File: config.mk
export PLATFORM = sky130hd
export DESIGN_NAME = uvol_fault
export DESIGN_NICKNAME = d
export VERILOG_FILES = /design/src/verilog/uvol_sync.v /design/src/verilog/uvol_fault.v
export VERILOG_INCLUDE_DIRS = /design/src /design/src/verilog
export SDC_FILE = /design/constraint.sdc
export NUM_CORES = 1
export LEC_CHECK = 0
export BUFFER_PORTS_ARGS = -buffer_cell sky130_fd_sc_hd__buf_2
export CAP_MARGIN = 20
export CORE_ASPECT_RATIO = 1.2
export CORE_UTILIZATION = 59
export DETAILED_ROUTE_END_ITERATION = 6
export HOLD_SLACK_MARGIN = 0.03
export PLACE_DENSITY = 0.85
export RECOVER_POWER = 100
export SETUP_SLACK_MARGIN = 0.05
export SYNTH_ARGS = -nofsm -noshare
export SYNTH_HDL_FRONTEND = slang
export SYNTH_SLANG_ARGS = --single-unit
File: constraint.sdc
create_clock -name pclk -period 2.2 [get_ports pclk]
set_input_delay 0.11 -clock pclk [delete_from_list [all_inputs] [get_ports pclk]]
set_output_delay 0.11 -clock pclk [all_outputs]
set_load 0.03 [all_outputs]
File: src/verilog/uvol_regs.vh
// register offsets, fields and reset values for the undervoltage / open-load fault block
`ifndef UVOL_REGS_VH
`define UVOL_REGS_VH
`define UVOL_ADDR_CTRL      12'h000
`define UVOL_ADDR_STATUS    12'h004
`define UVOL_ADDR_IRQ_STAT  12'h008
`define UVOL_ADDR_IRQ_MASK  12'h00C
`define UVOL_ADDR_LIVE      12'h010
`define UVOL_ADDR_CHAIN     12'h014
// ctrl fields
`define UVOL_CTRL_CMD_LSB   0
`define UVOL_CTRL_UVOFF     4
`define UVOL_CTRL_OLOFF_LSB 8
`define UVOL_CTRL_RESET     32'h00000000
// status fields
`define UVOL_ST_OL_LSB      0
`define UVOL_ST_UV          4
// irq fields
`define UVOL_IRQ_UV         0
`define UVOL_IRQ_OL         1
`define UVOL_MASK_RESET     2'h0
// live fields
`define UVOL_LV_OUT_LSB     0
`define UVOL_LV_FAULT       4
`define UVOL_LV_UVLATCH     5
// gate discharge time before open-load is sampled
`define UVOL_GATE_OFF_NS    2000
`define UVOL_CLK_NS         8
`define UVOL_GATE_OFF_CYC   ((`UVOL_GATE_OFF_NS + `UVOL_CLK_NS - 1) / `UVOL_CLK_NS)
`define UVOL_GATE_CNT_W     9
`endif

File: src/verilog/uvol_sync.v
// two-flop synchroniser for a vector of comparator levels
`timescale 1ns/10ps
module uvol_sync #(
    parameter W = 1
) (
    input  wire         pclk,
    input  wire         presetn,
    input  wire [W-1:0] d,
    output reg  [W-1:0] q
);
    reg [W-1:0] meta;

    always @(posedge pclk or negedge presetn) begin
        if (!presetn) begin
            meta <= {W{1'b0}};
            q    <= {W{1'b0}};
        end else begin
            meta <= d;
            q    <= meta;
        end
    end
endmodule

File: src/verilog/uvol_fault.v
// undervoltage and open-load fault logic with apb register access
//
// Our own choices: the APB slave port and the placing of the registers.
`timescale 1ns/10ps
`include "uvol_regs.vh"
module uvol_fault (
    input  wire        pclk,
    input  wire        presetn,
    input  wire        psel,
    input  wire        penable,
    input  wire        pwrite,
    input  wire [11:0] paddr,
    input  wire [31:0] pwdata,
    output reg  [31:0] prdata,
    output wire        pready,
    output wire        pslverr,
    input  wire [3:0]  direct_in,
    input  wire        battery_uv,
    input  wire        battery_por,
    input  wire        battery_low25,
    input  wire [3:0]  open_load_cmp,
    input  wire        chain_si,
    input  wire        chain_shift,
    output reg         chain_so,
    output reg  [3:0]  output_enable,
    output reg         fault_flag_n,
    output wire        irq
);
    reg  [3:0]  cmd_spi;
    reg         undervoltage_protect_off;
    reg  [3:0]  open_load_detect_off;
    reg  [3:0]  open_load_flag;
    reg         undervoltage_flag;
    reg  [3:0]  uv_latched;
    reg  [3:0]  cmd_prev;
    reg  [1:0]  irq_stat;
    reg  [1:0]  irq_mask;
    reg  [15:0] chain_reg;
    reg  [`UVOL_GATE_CNT_W-1:0] gate_cnt [0:3];
    reg  [3:0]  gate_off;
    reg  [3:0]  next_out;
    reg         next_fault_n;
    wire [6:0]  cmp_s;
    wire        uv_s;
    wire        por_s;
    wire        low25_s;
    wire [3:0]  ol_s;
    wire [3:0]  cmd;
    wire [3:0]  cmd_rise;
    wire        acc;
    wire        wr;
    wire        rd;
    wire        status_read;
    wire [3:0]  ol_event;
    wire        uv_event;
    wire        uv_active;
    wire        wr_ctrl;
    wire        wr_irq_stat;
    wire        wr_irq_mask;
    wire [1:0]  irq_event;
    reg  [31:0] next_prdata;

    function mapped;
        input [11:0] a;
        begin
            case (a)
                `UVOL_ADDR_CTRL,
                `UVOL_ADDR_STATUS,
                `UVOL_ADDR_IRQ_STAT,
                `UVOL_ADDR_IRQ_MASK,
                `UVOL_ADDR_LIVE,
                `UVOL_ADDR_CHAIN: mapped = 1'b1;
                default:          mapped = 1'b0;
            endcase
        end
    endfunction

    // comparators are asynchronous to pclk
    uvol_sync #(.W(7)) u_sync (
        .pclk    (pclk),
        .presetn (presetn),
        .d       ({open_load_cmp, battery_low25, battery_por, battery_uv}),
        .q       (cmp_s)
    );
    assign uv_s    = cmp_s[0];
    assign por_s   = cmp_s[1];
    assign low25_s = cmp_s[2];
    assign ol_s    = cmp_s[6:3];

    assign pready      = 1'b1;
    assign acc         = psel & penable;
    assign pslverr     = acc & ~mapped(paddr);
    assign wr          = acc & pwrite & mapped(paddr);
    assign rd          = acc & ~pwrite & mapped(paddr);
    assign status_read = rd & (paddr == `UVOL_ADDR_STATUS);
    assign wr_ctrl     = wr & (paddr == `UVOL_ADDR_CTRL);
    assign wr_irq_stat = wr & (paddr == `UVOL_ADDR_IRQ_STAT);
    assign wr_irq_mask = wr & (paddr == `UVOL_ADDR_IRQ_MASK);

    // serial or direct command, either one switches the output on
    assign cmd      = cmd_spi | direct_in;
    assign cmd_rise = cmd & ~cmd_prev;

    // uv protection acts only in the band between por and threshold
    assign uv_active = uv_s & ~undervoltage_protect_off & ~por_s;

    always @(posedge pclk or negedge presetn) begin
        if (!presetn) begin
            cmd_spi                  <= 4'h0;
            undervoltage_protect_off <= 1'b0;
            open_load_detect_off     <= 4'h0;
            irq_mask                 <= `UVOL_MASK_RESET;
        end else if (wr_ctrl) begin
            cmd_spi                  <= pwdata[`UVOL_CTRL_CMD_LSB +: 4];
            undervoltage_protect_off <= pwdata[`UVOL_CTRL_UVOFF];
            open_load_detect_off     <= pwdata[`UVOL_CTRL_OLOFF_LSB +: 4];
        end else if (wr_irq_mask) begin
            irq_mask <= pwdata[1:0];
        end
    end

    // gate discharge timers: open load sampled only after output fully off
    genvar g;
    generate
        for (g = 0; g < 4; g = g + 1) begin : g_gate
            always @(posedge pclk or negedge presetn) begin
                if (!presetn) begin
                    gate_cnt[g] <= {`UVOL_GATE_CNT_W{1'b0}};
                    gate_off[g] <= 1'b0;
                end else if (output_enable[g]) begin
                    gate_cnt[g] <= {`UVOL_GATE_CNT_W{1'b0}};
                    gate_off[g] <= 1'b0;
                end else if (gate_cnt[g] == `UVOL_GATE_OFF_CYC - 1) begin
                    gate_off[g] <= 1'b1;
                end else begin
                    gate_cnt[g] <= gate_cnt[g] + 1'b1;
                end
            end
            assign ol_event[g] = gate_off[g] & ~output_enable[g] & ol_s[g] & ~open_load_detect_off[g];
        end
    endgenerate

    assign uv_event = uv_s | low25_s;

    // flags: event wins over the clear-on-read; registers survive uv
    always @(posedge pclk or negedge presetn) begin
        if (!presetn) begin
            undervoltage_flag <= 1'b0;
        end else if (uv_event) begin
            undervoltage_flag <= 1'b1;
        end else if (status_read) begin
            undervoltage_flag <= 1'b0;
        end
    end

    generate
        for (g = 0; g < 4; g = g + 1) begin : g_flag
            always @(posedge pclk or negedge presetn) begin
                if (!presetn) begin
                    open_load_flag[g] <= 1'b0;
                end else if (ol_event[g]) begin
                    open_load_flag[g] <= 1'b1;
                end else if (status_read) begin
                    open_load_flag[g] <= 1'b0;
                end
            end
            // set only while commanded on, so an idle output never latches
            always @(posedge pclk or negedge presetn) begin
                if (!presetn) begin
                    uv_latched[g] <= 1'b0;
                end else if (uv_active && cmd[g]) begin
                    uv_latched[g] <= 1'b1;
                end else if (!uv_active && cmd_rise[g]) begin
                    uv_latched[g] <= 1'b0;
                end
            end
        end
    endgenerate

    always @(posedge pclk or negedge presetn) begin
        if (!presetn) begin
            cmd_prev <= 4'h0;
        end else begin
            cmd_prev <= cmd;
        end
    end

    always @* begin
        next_out     = cmd & ~uv_latched;
        next_fault_n = 1'b1;
        if (uv_active) begin
            next_out     = 4'h0;
            next_fault_n = 1'b0;
        end
        if (|uv_latched)
            next_fault_n = 1'b0;
        if (|ol_event)
            next_fault_n = 1'b0;
        if (low25_s) begin
            next_out     = 4'h0;
            next_fault_n = 1'b1;
        end
    end

    always @(posedge pclk or negedge presetn) begin
        if (!presetn) begin
            output_enable <= 4'h0;
            fault_flag_n  <= 1'b1;
        end else begin
            output_enable <= next_out;
            fault_flag_n  <= next_fault_n;
        end
    end

    // daisy chain needs only the logic supply
    always @(posedge pclk or negedge presetn) begin
        if (!presetn) begin
            chain_reg <= 16'h0000;
            chain_so  <= 1'b0;
        end else if (chain_shift) begin
            chain_so  <= chain_reg[15];
            chain_reg <= {chain_reg[14:0], chain_si};
        end
    end

    assign irq_event[`UVOL_IRQ_UV] = uv_event;
    assign irq_event[`UVOL_IRQ_OL] = |ol_event;

    // set wins over write-one-to-clear so an event in the clearing cycle is kept
    generate
        for (g = 0; g < 2; g = g + 1) begin : g_irq
            always @(posedge pclk or negedge presetn) begin
                if (!presetn) begin
                    irq_stat[g] <= 1'b0;
                end else if (irq_event[g]) begin
                    irq_stat[g] <= 1'b1;
                end else if (wr_irq_stat && pwdata[g]) begin
                    irq_stat[g] <= 1'b0;
                end
            end
        end
    endgenerate
    assign irq = |(irq_stat & irq_mask);

    always @* begin
        next_prdata = 32'h00000000;
        case (paddr)
            `UVOL_ADDR_CTRL: begin
                next_prdata[`UVOL_CTRL_CMD_LSB +: 4]   = cmd_spi;
                next_prdata[`UVOL_CTRL_UVOFF]          = undervoltage_protect_off;
                next_prdata[`UVOL_CTRL_OLOFF_LSB +: 4] = open_load_detect_off;
            end
            `UVOL_ADDR_STATUS: begin
                next_prdata[`UVOL_ST_OL_LSB +: 4] = open_load_flag;
                next_prdata[`UVOL_ST_UV]          = undervoltage_flag;
            end
            `UVOL_ADDR_IRQ_STAT: begin
                next_prdata[1:0] = irq_stat;
            end
            `UVOL_ADDR_IRQ_MASK: begin
                next_prdata[1:0] = irq_mask;
            end
            `UVOL_ADDR_LIVE: begin
                next_prdata[`UVOL_LV_OUT_LSB +: 4] = output_enable;
                next_prdata[`UVOL_LV_FAULT]        = fault_flag_n;
                next_prdata[`UVOL_LV_UVLATCH]      = |uv_latched;
            end
            `UVOL_ADDR_CHAIN: begin
                next_prdata[15:0] = chain_reg;
            end
            default: begin
                next_prdata = 32'h00000000;
            end
        endcase
    end

    // captured in the setup cycle so a status read returns the flags before they clear
    always @(posedge pclk or negedge presetn) begin
        if (!presetn) begin
            prdata <= 32'h00000000;
        end else if (psel && !penable && !pwrite) begin
            prdata <= next_prdata;
        end
    end
endmodule

==> flow_metrics.tcl <==
set metrics [dict create \
    status "finished clean" \
    antenna_found_initial 0 \
    path_cells "dlygate4sd3_1 -> clkbuf_1 -> or4b_1 -> nor4_4 -> a22oi_1 -> nand2_1" \
    ys_types 47 \
    yosysTopAreaCell "dfrtp_1" \
    synth_flop_cell "dfrtp_1" \
    synth_warnings 0 \
    netlist_area_um2 5120 \
    path_clk_slew_ps 60 \
    synth-edff-count 0 \
    start_util_pct 61.8 \
    drive_gt1_share_pct 20.0 \
    synth-xor-area-share_pct 2.91 \
    fin_nets 616 \
    diodes 0 \
    cpMaxStageDelayCell "or4b_1" \
    tns_ps 0 \
    final_cell_area_um2 6370 \
    cts_buffers 17 \
    gp_congestion 0.829 \
    clock_skew_ps 6.89 \
    drt-total-wl_um 12000 \
    synth_area_leaders "dfrtp_1 (57%), mux2_2 (6.4%), o21ai_0 (2.7%)" \
    dr.pass1.iters 5 \
    fmax_mhz 508 \
    critPathLaunchType "primary input" \
    rsz0062_at_grt "false" \
    cpPeakStageDelay_ps 690 \
    die_w_um 87.1 \
    core_um2 8290 \
    viasPerCell 5.88 \
    cp_max_fo 10 \
    ir_drop_v 0.000681 \
    synth_cells 447 \
    grt_use_total_pct 29.3 \
    async_reset_ff_share_pct 100 \
    yosysTopAreaCellShare_pct 57.1 \
    synth_fa_ha_area_share_pct 1.95 \
    ys_seq_elements 118 \
    placed_area_um2 5520 \
    fp.dieH_um 104 \
    insertion_delay_ps 520 \
    hold_violations 0 \
    worstSetupPathType "primary input to register" \
    maxSlewViolCount 0 \
    synth_mux_area_share_pct 7.77 \
    ios 103 \
    synth_top_family_by_area "simple AND/OR/NAND/NOR gates" \
    cts_tree "built" \
    fin_crit_ps 1970 \
    clock-sinks 118 \
    relSlewSlack_pct 34.1 \
    worstPathArrival_ps 2430 \
    p_per_area_nw_per_um2 1030 \
    largest_reg_flops 36 \
    ctsLongestPathBuffers 2 \
    grt_max_degree 52 \
    p_leak_uw 0.00293 \
    grt_pass1_wl_um 19900 \
    root_buffer "clkbuf_8" \
    numPortBuffers 62 \
    placementRows 36 \
    ys_seq_area_share_pct 57.7 \
    worstPathRequired_ps 2660 \
    finalSetupViolCount 0 \
    place_hpwl_um 7150 \
    htree_levels 4 \
    grt_pass1_vias 4085 \
    avgSynthCellArea_um2 11.5 \
    dr_total_vias 3957 \
    hp-class "primary input to register" \
    critical_path.endpoint_type "register" \
    period_share_pct 89.4 \
    tightestPinTransition_ps 989 \
    drv_cap 0 \
    drc 0 \
    synth_most_common_cell "dfrtp_1" \
    areaGrowthSynthToFinish_pct 24.4 \
    synth_compound_area_share_pct 9.50 \
    nFillCells 473 \
    ant_nets 0 \
    synth_commonest_cells "dfrtp_1 (117), nor2_1 (32), mux2_2 (29)" \
    wl_per_cell_um 17.8 \
    first_iter_violations 284 \
    synthSimpleGateAreaFrac_pct 15.5 \
    postCtsSetupRepairBufs 0 \
    grt-ovfl-total 0 \
    die-area_um2 9060 \
]
-- path summary, 6_finish.rpt --
path	startpoint	endpoint	slack, ps	cells past startpoint
max	paddr[0]	prdata[8]	230	6
min	chain_shift	chain_reg[5]	70	3
max reg2reg	output_enable[1]	fault_flag_n	420	3
min reg2reg	u_sync.meta[1]	u_sync.q[1]	350	0
max in group asynchronous	presetn	gate_cnt[12]	610	3
min in group asynchronous	presetn	gate_cnt[1]	280	2
-- logic make-up after synthesis --
family	count (synthesis)
buf+inv	45
mux	36
xor+xnor	17
fa+ha+maj	8
flops	118
simple gates	142
other cells	2
compound gates	79
-- cells in the final DEF (no fill, tap or decap), types with 15 or more instances in the layout --
| cell type | instances |
|---|---|
| nand2_1 | 28 |
| inv_1 | 15 |
| a21oi_1 | 19 |
| nor2_1 | 32 |
| dlygate4sd3_1 | 26 |
| clkbuf_1 | 27 |
| conb_1 | 17 |
| dfrtp_1 | 117 |
| clkbuf_16 | 16 |
| mux2_2 | 28 |
| o21ai_0 | 28 |
| buf_2 | 36 |
-- cell type report --
class,count,area [µm²],area share (%)
inverters,15,56.3,0.883
clock buffers,21,459,7.20
flip-flops and latches,118,2950,46.3
clock inverters,11,196,3.08
repair buffers,95,586,9.19
well taps,114,143,2.24
multi-input cells,299,1980,31.1
-- per-layer routing --
metal | global-route usage (%) | vias to the layer above | part of all wire (%)
met4 | 12.5 | 0 | 3.1
met2 | 48.0 | 194 | 52
met1 | 35.0 | 1976 | 39
met5 | 0 | - | 0
li1 | - | 1754 | -
met3 | 9.52 | 33 | 6.4
-- through the flow --
stage                     power [µW]  worst slack [ps]  hold WS (ps)  instances  utilization [%]
after floorplan                 3270               494          -186        462                -
after global placement          3450               363           115        615             66.6
after detailed placement        3520               331           121        615             66.6
after CTS                       6600               274          44.2        673             77.7
after global routing            6840               156          66.1        673             76.9
final                           6590               233          65.2        673             76.9
-- repair_timing --
item                       in CTS  in global routing
hold buffers                   26                  0
resized for setup               0                  0
hold endpoints to repair      124                  0
setup endpoints to repair       0                  0
-- where the power goes --
group          switching (µW)  total (µW)  internal, µW  leakage [µW]
registers                 328        2790          2470       0.00152
clock network             975        3020          2050      0.000314
logic                     418         779           360       0.00109
total                    1720        6590          4870       0.00293
-- critical path: cells and delay by family --
kind                   cells  cell delay, ps
buffers and inverters      2             710
AO/OA/AOI/OAI              1             230
AND/OR/NAND/NOR            3            1380
(Power assumes the default switching activity.)
